<file path="config.mk">
export PLATFORM = sky130hd
export DESIGN_NAME = smbus_config_loader
export DESIGN_NICKNAME = d
export VERILOG_FILES = /design/src/cfg_pkg.sv /design/src/bit_sync.sv /design/src/smbus_config_loader.sv
export SDC_FILE = /design/constraint.sdc
export NUM_CORES = 1
export LEC_CHECK = 0
export ABC_AREA = 1
export BUFFER_PORTS_ARGS = -buffer_cell sky130_fd_sc_hd__buf_2
export CORE_MARGIN = 5
export CORE_UTILIZATION = 35
export DETAILED_ROUTE_END_ITERATION = 8
export MAX_ROUTING_LAYER = met4
export SYNTH_ARGS = -nofsm -noshare
export SYNTH_HDL_FRONTEND = slang
export SYNTH_HIERARCHICAL = 1
export SYNTH_SLANG_ARGS = --single-unit
</file>
<file path="constraint.sdc">
create_clock -name clock -period 2 [get_ports clock]
set_clock_uncertainty 0.1 [all_clocks]
set_input_delay 0.3 -clock clock [delete_from_list [all_inputs] [get_ports clock]]
set_output_delay 0.3 -clock clock [all_outputs]
set_load 0.01 [all_outputs]
</file>
<file path="src/cfg_pkg.sv">
// Constants and types shared by the configuration front end
package cfg_pkg;
    localparam int CLK_PERIOD_NS = 20;
    // Quarter of a 100 kHz SMBus bit; least time, so round up
    localparam int SMB_QUARTER_NS = 2500;
    localparam logic [7:0] SMB_QUARTER_CYC =
        8'((SMB_QUARTER_NS + CLK_PERIOD_NS - 1) / CLK_PERIOD_NS);
    // Cycles after reset release before straps are taken
    localparam logic [2:0] STRAP_SETTLE_CYC = 3'h4;
    localparam logic [6:0] SLAVE_BASE_ADDR = 7'h18;
    localparam logic [6:0] EEPROM_DEV_ADDR = 7'h50;
    localparam logic [7:0] CFG_LOAD_BYTES = 8'h10;
    localparam int STRAP_W = 4;
    localparam int SYNC_W = 8;
    localparam int SYNC_MODE = 0;
    localparam int SYNC_REQ = 1;
    localparam int SYNC_STRAP = 2;
    localparam int SYNC_SDA = 6;
    localparam int SYNC_SCL = 7;
    localparam logic [SYNC_W-1:0] SYNC_RESET_VAL = 8'hFF;

    typedef enum logic [2:0] {
        ST_STRAP, ST_WAIT_REQ, ST_M_START, ST_M_SEND,
        ST_M_RECV, ST_M_STOP, ST_SLAVE
    } top_st_t;

    typedef enum logic [2:0] {
        SL_IDLE, SL_ADDR, SL_PTR, SL_WDATA, SL_RDATA
    } sl_st_t;
endpackage : cfg_pkg

</file>
<file path="src/bit_sync.sv">
// Two-flop synchroniser for pin inputs
`timescale 1ns/1ps
module bit_sync #(
    parameter int WIDTH = 1,
    parameter logic [WIDTH-1:0] RESET_VAL = '0
) (
    input wire logic clock,
    input wire logic reset_n,
    input wire logic [WIDTH-1:0] d,
    output logic [WIDTH-1:0] q
);
    logic [WIDTH-1:0] meta;

    always_ff @(posedge clock or negedge reset_n) begin
        if (!reset_n) begin
            meta <= RESET_VAL;
            q <= RESET_VAL;
        end else begin
            meta <= d;
            q <= meta;
        end
    end
endmodule : bit_sync

</file>
<file path="src/smbus_config_loader.sv">
// Power-up mode and address strap capture, EEPROM loader, SMBus slave
`timescale 1ns/1ps
module smbus_config_loader
    import cfg_pkg::*;
(
    input wire logic clock,
    input wire logic reset_n,
    input wire logic config_source_select_pin,
    input wire logic load_request_n,
    output logic load_complete_n,
    input wire logic [STRAP_W-1:0] strap_lock_in,
    output logic [STRAP_W-1:0] strap_lock_out,
    output logic [STRAP_W-1:0] strap_lock_oe_n,
    input wire logic [STRAP_W-1:0] channel_lock,
    input wire logic sda_in,
    output logic sda_out,
    output logic sda_oe_n,
    input wire logic serial_bus_clock_pin_in,
    output logic serial_bus_clock_pin_out,
    output logic serial_bus_clock_pin_oe_n,
    output logic reg_wr,
    output logic [7:0] reg_addr,
    output logic [7:0] reg_wdata,
    input wire logic [7:0] reg_rdata
);
    logic [SYNC_W-1:0] sync_out;
    logic mode_s, req_n_s, sda_s, scl_s, sda_d, scl_d;
    logic [STRAP_W-1:0] strap_s;
    top_st_t state;
    sl_st_t sl_state;
    logic [2:0] settle;
    logic slave_mode, test_addr;
    logic [6:0] my_addr;
    logic [7:0] qcnt, mtx, byte_cnt, srx, stx, ptr;
    logic [1:0] phase;
    logic [3:0] bitn, sbit;
    logic m_scl_low, m_sda_low, s_sda_low;
    logic tick, master_st, scl_rise, scl_fall, bus_start, bus_stop;
    logic m_got, s_got, last_byte, m_bit_low;

    bit_sync #(.WIDTH(SYNC_W), .RESET_VAL(SYNC_RESET_VAL)) u_sync (
        .clock(clock),
        .reset_n(reset_n),
        .d({serial_bus_clock_pin_in, sda_in, strap_lock_in,
            load_request_n, config_source_select_pin}),
        .q(sync_out)
    );

    assign mode_s = sync_out[SYNC_MODE];
    assign req_n_s = sync_out[SYNC_REQ];
    assign strap_s = sync_out[SYNC_STRAP +: STRAP_W];
    assign sda_s = sync_out[SYNC_SDA];
    assign scl_s = sync_out[SYNC_SCL];

    always_ff @(posedge clock or negedge reset_n) begin
        if (!reset_n) begin
            sda_d <= 1'b1;
            scl_d <= 1'b1;
        end else begin
            sda_d <= sda_s;
            scl_d <= scl_s;
        end
    end

    assign scl_rise = scl_s & ~scl_d;
    assign scl_fall = ~scl_s & scl_d;
    assign bus_start = scl_s & scl_d & sda_d & ~sda_s;
    assign bus_stop = scl_s & scl_d & ~sda_d & sda_s;

    // Straps are taken once, after the synchroniser has settled
    always_ff @(posedge clock or negedge reset_n) begin
        if (!reset_n) begin
            settle <= STRAP_SETTLE_CYC;
            slave_mode <= 1'b0;
            test_addr <= 1'b0;
            my_addr <= SLAVE_BASE_ADDR;
        end else if (state == ST_STRAP) begin
            if (settle != 3'h0) begin
                settle <= settle - 3'h1;
            end else begin
                slave_mode <= mode_s;
                test_addr <= mode_s & req_n_s;
                if (mode_s & req_n_s) begin
                    my_addr <= SLAVE_BASE_ADDR;
                end else begin
                    my_addr <= SLAVE_BASE_ADDR + {3'h0, strap_s};
                end
            end
        end
    end

    // Shared pins: inputs until sampled, then lock indication
    always_ff @(posedge clock or negedge reset_n) begin
        if (!reset_n) begin
            strap_lock_oe_n <= '1;
            strap_lock_out <= '0;
        end else if (state != ST_STRAP) begin
            strap_lock_oe_n <= '0;
            strap_lock_out <= channel_lock;
        end
    end

    assign master_st = (state == ST_M_START) || (state == ST_M_SEND) ||
                       (state == ST_M_RECV) || (state == ST_M_STOP);
    assign tick = master_st && (qcnt == 8'h00);
    assign last_byte = (byte_cnt == CFG_LOAD_BYTES - 8'h01);
    assign m_got = (state == ST_M_RECV) && tick && (phase == 2'h3) &&
                   (bitn == 4'h8);
    assign s_got = (state == ST_SLAVE) && (sl_state == SL_WDATA) &&
                   scl_fall && (sbit == 4'h7);
    // Master sends MSB first; ack low on all but the last byte read
    assign m_bit_low = (state == ST_M_SEND) ? ((bitn < 4'h8) & ~mtx[7]) :
                       ((bitn == 4'h8) & ~last_byte);

    always_ff @(posedge clock or negedge reset_n) begin
        if (!reset_n) begin
            qcnt <= SMB_QUARTER_CYC - 8'h01;
        end else if (!master_st || tick) begin
            qcnt <= SMB_QUARTER_CYC - 8'h01;
        end else begin
            qcnt <= qcnt - 8'h01;
        end
    end

    // Top sequence and EEPROM master; no clock stretching is honoured
    always_ff @(posedge clock or negedge reset_n) begin
        if (!reset_n) begin
            state <= ST_STRAP;
            phase <= 2'h0;
            bitn <= 4'h0;
            mtx <= 8'h00;
            byte_cnt <= 8'h00;
            m_scl_low <= 1'b0;
            m_sda_low <= 1'b0;
            load_complete_n <= 1'b1;
        end else begin
            unique case (state)
                ST_STRAP: begin
                    if (settle == 3'h0) begin
                        state <= mode_s ? ST_SLAVE : ST_WAIT_REQ;
                    end
                end
                ST_WAIT_REQ: begin
                    if (!req_n_s) begin
                        state <= ST_M_START;
                        phase <= 2'h0;
                    end
                end
                ST_M_START: begin
                    if (tick) begin
                        phase <= phase + 2'h1;
                        if (phase == 2'h0) begin
                            m_sda_low <= 1'b1;
                        end else begin
                            m_scl_low <= 1'b1;
                            state <= ST_M_SEND;
                            phase <= 2'h0;
                            bitn <= 4'h0;
                            mtx <= {EEPROM_DEV_ADDR, 1'b1};
                        end
                    end
                end
                ST_M_SEND, ST_M_RECV: begin
                    if (tick) begin
                        phase <= phase + 2'h1;
                        unique case (phase)
                            2'h0: m_sda_low <= m_bit_low;
                            2'h1: m_scl_low <= 1'b0;
                            2'h2: begin
                                if (state == ST_M_RECV && bitn < 4'h8) begin
                                    mtx <= {mtx[6:0], sda_s};
                                end
                            end
                            2'h3: begin
                                m_scl_low <= 1'b1;
                                bitn <= (bitn == 4'h8) ? 4'h0 : bitn + 4'h1;
                                if (state == ST_M_SEND && bitn < 4'h8) begin
                                    mtx <= {mtx[6:0], 1'b0};
                                end
                                // A refused address ends the load early
                                if (bitn == 4'h8 && state == ST_M_SEND) begin
                                    state <= sda_s ? ST_M_STOP : ST_M_RECV;
                                    byte_cnt <= 8'h00;
                                end else if (bitn == 4'h8) begin
                                    byte_cnt <= byte_cnt + 8'h01;
                                    if (last_byte) begin
                                        state <= ST_M_STOP;
                                    end
                                end
                            end
                        endcase
                    end
                end
                ST_M_STOP: begin
                    if (tick) begin
                        phase <= phase + 2'h1;
                        unique case (phase)
                            2'h0: m_sda_low <= 1'b1;
                            2'h1: m_scl_low <= 1'b0;
                            2'h2: m_sda_low <= 1'b0;
                            2'h3: begin
                                state <= ST_SLAVE;
                                load_complete_n <= 1'b0;
                            end
                        endcase
                    end
                end
                ST_SLAVE: begin
                    m_scl_low <= 1'b0;
                    m_sda_low <= 1'b0;
                end
            endcase
        end
    end

    // SMBus slave: pointer byte, then writes or auto-incrementing reads
    always_ff @(posedge clock or negedge reset_n) begin
        if (!reset_n) begin
            sl_state <= SL_IDLE;
            sbit <= 4'h0;
            srx <= 8'h00;
            stx <= 8'h00;
            ptr <= 8'h00;
            s_sda_low <= 1'b0;
        end else if (state != ST_SLAVE) begin
            sl_state <= SL_IDLE;
            s_sda_low <= 1'b0;
        end else if (bus_start) begin
            sl_state <= SL_ADDR;
            // The clock fall that closes the start wraps this to 0
            sbit <= 4'hF;
            s_sda_low <= 1'b0;
        end else if (bus_stop) begin
            sl_state <= SL_IDLE;
            s_sda_low <= 1'b0;
        end else if (sl_state != SL_IDLE) begin
            if (scl_rise && sbit < 4'h8) begin
                srx <= {srx[6:0], sda_s};
            // Our own address ack must not count as a master ack
            end else if (scl_rise && sl_state == SL_RDATA && !s_sda_low) begin
                if (sda_s) begin
                    sl_state <= SL_IDLE;
                end else begin
                    ptr <= ptr + 8'h01;
                end
            end
            if (scl_fall && sbit == 4'h7) begin
                sbit <= 4'h8;
                unique case (sl_state)
                    SL_ADDR: begin
                        if (srx[7:1] == my_addr) begin
                            s_sda_low <= 1'b1;
                            sl_state <= srx[0] ? SL_RDATA : SL_PTR;
                        end else begin
                            sl_state <= SL_IDLE;
                        end
                    end
                    SL_PTR: begin
                        ptr <= srx;
                        s_sda_low <= 1'b1;
                        sl_state <= SL_WDATA;
                    end
                    SL_WDATA: begin
                        ptr <= ptr + 8'h01;
                        s_sda_low <= 1'b1;
                    end
                    SL_RDATA: s_sda_low <= 1'b0;
                    SL_IDLE: s_sda_low <= 1'b0;
                endcase
            end else if (scl_fall && sbit == 4'h8) begin
                sbit <= 4'h0;
                if (sl_state == SL_RDATA) begin
                    stx <= {reg_rdata[6:0], 1'b0};
                    s_sda_low <= ~reg_rdata[7];
                end else begin
                    s_sda_low <= 1'b0;
                end
            end else if (scl_fall) begin
                sbit <= sbit + 4'h1;
                if (sl_state == SL_RDATA) begin
                    s_sda_low <= ~stx[7];
                    stx <= {stx[6:0], 1'b0};
                end
            end
        end
    end

    always_ff @(posedge clock or negedge reset_n) begin
        if (!reset_n) begin
            reg_wr <= 1'b0;
            reg_addr <= 8'h00;
            reg_wdata <= 8'h00;
        end else begin
            reg_wr <= m_got | s_got;
            if (m_got) begin
                reg_addr <= byte_cnt;
                reg_wdata <= mtx;
            end else begin
                reg_addr <= ptr;
                reg_wdata <= srx;
            end
        end
    end

    // Open-drain: data level is always low, only the enables move
    always_ff @(posedge clock or negedge reset_n) begin
        if (!reset_n) begin
            sda_out <= 1'b0;
            sda_oe_n <= 1'b1;
            serial_bus_clock_pin_out <= 1'b0;
            serial_bus_clock_pin_oe_n <= 1'b1;
        end else begin
            sda_out <= 1'b0;
            serial_bus_clock_pin_out <= 1'b0;
            sda_oe_n <= ~((master_st & m_sda_low) | s_sda_low);
            serial_bus_clock_pin_oe_n <= ~(master_st & m_scl_low);
        end
    end

    property p_mode;
        @(posedge clock) disable iff (!reset_n)
        (state == ST_STRAP && settle == 3'h0) |=>
            (state == ($past(mode_s) ? ST_SLAVE : ST_WAIT_REQ));
    endproperty
    a_mode: assert property (p_mode) else $error("wrong mode entered");

    property p_wait_req;
        @(posedge clock) disable iff (!reset_n)
        (state == ST_WAIT_REQ && req_n_s) |=> (state == ST_WAIT_REQ);
    endproperty
    a_wait_req: assert property (p_wait_req)
        else $error("load began without request");

    property p_done;
        @(posedge clock) disable iff (!reset_n)
        $fell(load_complete_n) |-> (state == ST_SLAVE) &&
            ($past(state) == ST_M_STOP) && !slave_mode;
    endproperty
    a_done: assert property (p_done) else $error("bad load complete");

    property p_master_only;
        @(posedge clock) disable iff (!reset_n)
        (state == ST_SLAVE) ##1 (state == ST_SLAVE) |=>
            serial_bus_clock_pin_oe_n;
    endproperty
    a_master_only: assert property (p_master_only)
        else $error("clock pulled low after load");

    property p_held;
        @(posedge clock) disable iff (!reset_n)
        (state != ST_STRAP && $past(state) != ST_STRAP) |->
            ($stable(my_addr) && $stable(slave_mode));
    endproperty
    a_held: assert property (p_held) else $error("straps changed");

    property p_test_addr;
        @(posedge clock) disable iff (!reset_n)
        (state == ST_SLAVE && test_addr) |->
            (slave_mode && my_addr == 7'h18);
    endproperty
    a_test_addr: assert property (p_test_addr)
        else $error("test address not used");

    property p_addr_map;
        @(posedge clock) disable iff (!reset_n)
        (state == ST_STRAP && settle == 3'h0 && !(mode_s & req_n_s)) |=>
            (my_addr == 7'h18 + {3'h0, $past(strap_s)});
    endproperty
    a_addr_map: assert property (p_addr_map)
        else $error("address not base plus straps");

    property p_addr_ack;
        @(posedge clock) disable iff (!reset_n)
        (state == ST_SLAVE && sl_state == SL_ADDR && scl_fall &&
            sbit == 4'h7 && !bus_start && !bus_stop &&
            srx[7:1] == my_addr) |=> ##1 !sda_oe_n;
    endproperty
    a_addr_ack: assert property (p_addr_ack)
        else $error("own address not acknowledged");

    property p_lock_pins;
        @(posedge clock) disable iff (!reset_n)
        (state == ST_SLAVE) ##1 1'b1 |-> (strap_lock_oe_n == 4'h0) &&
            (strap_lock_out == $past(channel_lock));
    endproperty
    a_lock_pins: assert property (p_lock_pins)
        else $error("lock pins not driven");
endmodule : smbus_config_loader

</file>
Word-level counts from Yosys, hierarchy flattened
Index checks and enable logic that the tools add are counted.
W data, S select, Z words.

storage, ports and cells
  latch bits = 0
  RAM bits = 0
  memory bits (read-only) = 0
  output and inout bits = 30
  memories kept = 0
  logic and storage cells = 256
  flip-flop bits (word level) = 123

cells by class
  reductions and logical operators = 59
  shift-type cells = 0
  bitwise logic cells = 29
  $mul = 0
  add/subtract/negate cells = 8
  equality and inequality tests = 40
  div/mod/pow operators = 0
  multiplexer cells = 90
  order comparisons = 2

operators with widths
  operator               number
  $mux W8                18
  $mux W3                22
  $pmux W8 S2            3
  $mux W4                11
  $reduce_and A7 Y1      4
  $mux W1                22
  $ne A3 B3 Y1 const B   7
  $reduce_and A4 Y1      5
  $add A8 B1 Y8 const B  2
  $ne A2 B2 Y1 const B   8
  $logic_and A1 B1 Y1    15
  $not A1 Y1             15
  $pmux W3 S5            1
  $and A1 B1 Y1          12
  $eq A3 B2 Y1 const B   4
  $eq A3 B3 Y1 const B   4
  $reduce_bool A3 Y1     4
  $reduce_bool A4 Y1     3
  $reduce_bool A6 Y1     2
  $reduce_and A11 Y1     1
  $ne A2 B1 Y1 const B   5
  $reduce_and A5 Y1      2
  $logic_not A3 Y1       3
  $add A4 B1 Y4 const B  2
  33 further kinds       53

Depth between registers and ports, before layout
  depth in word-level cells = 12
  gate-level depth with buffers = 12

Modules after synthesis
Netlist, hierarchy kept.

modules (own cells, without submodules)
  module               cells an instance  area each (um2)  sequential area each (um2)  instances
  smbus_config_loader  699                5450.2           2543.7                      1
  bit_sync             16                 420.4            420.4                       1

Worst setup path before layout
No wires, ideal clock.

  kind = register -> register
  start = register state[1]
  end = register reg_addr[3]
  cell stages (with the launch flop) = 10
  data arrival time = 1590 ps
  buffers on the path = 1
  setup slack = 183 ps
  clock period less this slack = 1817 ps
  data required time = 1773 ps
  cells stage by stage = dfrtp_1 -> inv_2 -> ha_1 -> inv_1 -> nand2_1 -> nor2_2 -> nand3_2 -> buf_2 -> nand2_1 -> o21ai_0

between the ends
  cells in the longest elaborated chain, start to end = 9
  elaborated cells between the ends (all ways) = 12
  those cells by class = eq/ne: 4; mux: 1; reduce/logical: 7

RTL lines
  item                                  RTL line                    source
  start, declared                       smbus_config_loader.sv:29   top_st_t state;
  start signal, assigned                smbus_config_loader.sv:140  state <= mode_s ? ST_SLAVE : ST_WAIT_REQ;
  start signal, assigned                smbus_config_loader.sv:182  state <= sda_s ? ST_M_STOP : ST_M_RECV;
  $eq A3 B2 Y1                          smbus_config_loader.sv:103  assign master_st = (state == ST_M_START) || (state == ST_M_SEND) ||
  $logic_or A1 B1 Y1 (2 in a row)       smbus_config_loader.sv:103
  $logic_or A1 B1 Y1                    smbus_config_loader.sv:104  (state == ST_M_RECV) || (state == ST_M_STOP);
  $logic_and A1 B1 Y1                   smbus_config_loader.sv:105  assign tick = master_st && (qcnt == 8'h00);
  $logic_and A1 B1 Y1 (*) (3 in a row)  smbus_config_loader.sv:107  assign m_got = (state == ST_M_RECV) && tick && (phase == 2'h3) &&
  $mux W8 (*)                           smbus_config_loader.sv:295  if (m_got) begin
  end signal, assigned                  smbus_config_loader.sv:296  reg_addr <= byte_cnt;
  end signal, assigned                  smbus_config_loader.sv:299  reg_addr <= ptr;
  end, declared                         smbus_config_loader.sv:22   output logic [7:0] reg_addr,

Mark *: on every way between the ends. The rest lies on a longest branch, timed or not.
A chain may end at the register's enable or synchronous reset.

Worst setup path after layout
  start = register state[1]
  end = register mtx[0]

between the ends
  cells in the longest elaborated chain, start to end = 7
  elaborated cells between the ends (all ways) = 20
  those cells by class = eq/ne: 10; mux: 1; reduce/logical: 9

RTL lines
  item                                RTL line                                                                            source
  $eq A3 B2 Y1 (on tied branches)     smbus_config_loader.sv:103, smbus_config_loader.sv:137, smbus_config_loader.sv:177
  $logic_or A1 B1 Y1 (2 in a row)     smbus_config_loader.sv:103
  $logic_or A1 B1 Y1                  smbus_config_loader.sv:104
  $logic_and A1 B1 Y1                 smbus_config_loader.sv:105
  $ne A2 B2 Y1 (no source line)       -
  $reduce_and A7 Y1 (no source line)  -
  end signal, assigned                smbus_config_loader.sv:159                                                          mtx <= {EEPROM_DEV_ADDR, 1'b1};
  end signal, assigned                smbus_config_loader.sv:171                                                          mtx <= {mtx[6:0], sda_s};
  end signal, assigned                smbus_config_loader.sv:178                                                          mtx <= {mtx[6:0], 1'b0};
  end, declared                       smbus_config_loader.sv:34                                                           logic [7:0] qcnt, mtx, byte_cnt, srx, stx, ptr;

Parallel ways exist; a longest one is shown, timed or not.

==> results.txt <==
----------------------------------------------------
[Run status]
  Run status ... completed

[Final layout]
  P&R area growth vs syn ... 25.5%
  Antenna Cells ... 0
  Final-stage net count ... around 850
  Fraction of final layout cells with drive strength greater than 1 ... 0.236
  Fin area ... around 7400 sq um
  Number of non-filler instances in the completed layout ... around 1000

[Power and ir drop]
  Combinational share of power ... 0.301
  Sequential share of power ... 0.349
  Net load switching power ... ~3000 uW
  Leakage Power ... about 0.0037 uW
  Clock share of power ... 0.350
  Power per cell area ... between 1000 and 1500 nW/um^2
  Fraction of power spent switching nets ... 0.349
  Worst vdd rail ir drop ... 0.689 mV
  Design internal power ... 5590 uW

[STA]
  Maximum clock frequency ... about 540 MHz
  Setup repair after global routing missed its margin ... true
  Min cycle time layout ... around 1800 ps
  Total count of max-transition violations in the final report ... 0
  Setup_tns ... 0 ps
  # setup viols final ... 0
  Endpoints failing hold ... 0
  Fin crit share ... 0.924
  WHS ... between 50 and 60 ps

[Clocking]
  Clock root buffer ... clkbuf_16
  Clock edge transition at the registers on the reported setup and hold paths ... 60 ps
  Clock insertion delay at the later pin of the skew report ... 420 ps
  Buffer levels on the longest clock path ... 2
  CTS sink cnt ... between 100 and 150
  H-tree levels ... 4
  CTS Buf Count ... 17
  TritonCTS clock tree ... built

[Worst hold path]
  Hold Path Class ... in -> reg

[Placement]
  Standard cell area after detailed placement ... 6540 sq um
  Number of cells after detailed placement ... roughly 1000
  GPL Wtd Cong ... between 0.8 and 0.9
  Quantity of I/O buffers inserted on ports ... 49
  Sum of net half-perimeters after detailed placement ... approximately 9.3 mm

[Routing]
  Total wire length ... ~13 mm
  Vias per cell ... 4.50
  Iteration-0 DRC count of the detailed router ... 262
  Number of iterations in the first detailed-routing pass ... 5
  Total vias in the final route ... ~4700
  Routed wire length per instance ... about 12 um
  Number of remaining DRC errors ... 0
  Routed Antenna Nets ... 0

[Job]
  Max-cap violations ... 0

[Setup path]
  Worst path required time ... around 2200 ps
  Worst-path fanout max ... 16
  Path type of the worst setup path ... reg -> reg
  Crit end category ... flip-flop
  Startpoint kind of the worst setup timing path ... flip-flop
  Critical path data arrival time ... approximately 2100 ps

[Synth]
  Area share of the leading cell type in the synthesized netlist ... 0.375
  List of most frequent post-synthesis cells ... nand2_1, dfrtp_1, inv_1
  Share of flip-flops with an asynchronous set or reset after synthesis ... 1.00
  Summed instance area of the synthesized netlist ... approximately 6000 sq um
  Count of warnings emitted by yosys ... 6
  Number of standard cells after synthesis ... a little over 700
  Number of flops mapped to enable cells by yosys ... 0
  Sequential cell area fraction in the yosys report ... 0.505
  Dominant register cell in the synthesized netlist ... dfrtp_1
  Top cell type by total area after synthesis ... dfrtp_1
  Most frequent cell after synthesis ... nand2_1
  Synthesized area divided by synthesized cell count ... about 8 sq um
  Unique cell type count in the Yosys netlist ... 38
  Synth area leaders ... dfrtp_1, nand2_1, dfstp_2
  Flip-flop and latch count after synthesis ... 117

[GRT]
  Overflow left after global routing ... 0
  Total Routing Usage GR ... 0.144
  Antenna violations before repair ... 0
  First-pass GRT wire length ... 22.1 mm
  Vias in the first global route ... approximately 4600
  Largest net degree at the start of global routing ... 34

[Floorplanning]
  Cell row count ... 47
  Number of top-level pins ... between 50 and 60
  Initial Utilization ... 0.355
  Width of the die ... 140 um
  Die Ht ... roughly 140 um
  Total Die Area ... a little under 20000 sq um
  Core outline area ... 16500 sq um

----------------------------------------------------
-- final timing paths --
| kind | startpoint | end | slack, ps | depth (start not counted) |
|---|---|---|---|---|
| setup / recovery | state[1] | mtx[0] | 150 | 11 |
| hold / removal | reg_rdata[3] | stx[4] | 60 | 3 |
| setup reg to reg | state[1] | mtx[0] | 150 | 11 |
| hold reg to reg | u_sync/meta[4] | u_sync/q[4] | 250 | 0 |
| max in group asynchronous | reset_n | u_sync/meta[7] | 900 | 3 |
| min in group asynchronous | reset_n | ptr[5] | 290 | 2 |
-- logic make-up after synthesis --
kind of cell	share of synthesized area
compound gates	0.0919
xor+xnor	0.0149
mux	0.0102
flops	0.505
simple gates	0.265
other cells	0.000639
buf+inv	0.0763
fa+ha+maj	0.0362
-- power by group through the flow --
stage	Sequential, uW	Combinational, uW	Clock, uW
floorplan	3020	1650	0
global placement	3020	2400	0
detailed placement	3030	2410	0
CTS	2990	2450	3080
global route	3040	2960	3210
finish	3000	2590	3010
-- area by class of cell --
class	count	area [sq um]
multi-input combinational	494	2510
clock buffer	18	439
fill	1598	9160
sequential	117	2960
inverter	90	338
tap	220	275
timing repair buffer	95	688
clock inverter	14	151
-- stage by stage --
| step | setup slack (ps) | total power [uW] | util |
|---|---|---|---|
| after floorplan | 183 | 4670 | - |
| after detailed placement | 19.0 | 5440 | 0.396 |
| after global placement | 53.4 | 5420 | 0.396 |
| after CTS | 0.883 | 8530 | 0.439 |
| final | 151 | 8590 | 0.446 |
| after global routing | -5.55 | 9210 | 0.446 |
-- per-layer routing --
layer  share of wire  wire length (um)  GRT usage
met4           0.014               182     0.0474
met3           0.049               630     0.0419
met2            0.45              5730      0.212
met5               0                 0          -
met1            0.49              6330      0.192
-- what timing repair did --
| action | 4_1_cts | 5_1_grt |
|---|---|---|
| endpoints found under the setup margin | 0 | 49 |
| setup buffers | 0 | 6 |
| hold endpoints to repair | 37 | 0 |
| resized for setup | 0 | 14 |
| hold buffers | 13 | 0 |
-- layout by cell type, fill, tap and decap left out, types with 3 or more instances in the layout --
| cell type | count |
|---|---|
| or2_2 | 3 |
| xor2_1 | 9 |
| nor2_1 | 53 |
| inv_1 | 83 |
| nand4_1 | 3 |
| dlygate4sd3_1 | 13 |
| ha_1 | 17 |
| a21oi_1 | 18 |
| o21ai_1 | 20 |
| inv_2 | 7 |
| nand2_2 | 6 |
| o21ai_2 | 9 |
| nor3_1 | 5 |
| o21ai_0 | 40 |
| nand3_1 | 57 |
| nand3_2 | 3 |
| mux2i_1 | 6 |
| clkinvlp_4 | 5 |
| buf_2 | 48 |
| buf_12 | 5 |
| dfstp_2 | 29 |
| inv_6 | 3 |
| dfrtp_1 | 88 |
| buf_4 | 29 |
| nand2_4 | 5 |
| nor2_2 | 13 |
| clkbuf_16 | 17 |
| nand2_1 | 208 |
-- worst max-delay path, stage by stage, from the launching register on --
cell,delay [ps]
dfrtp_1,380
buf_4,160
nor2_1,180
nand2_2,130
nand2_4,130
inv_2,70
nand2_2,90
o21ai_1,80
nor2_2,130
nand2_4,130
nand2_1,90
o21ai_1,60
No activity file was read; power rests on OpenSTA's default activity.
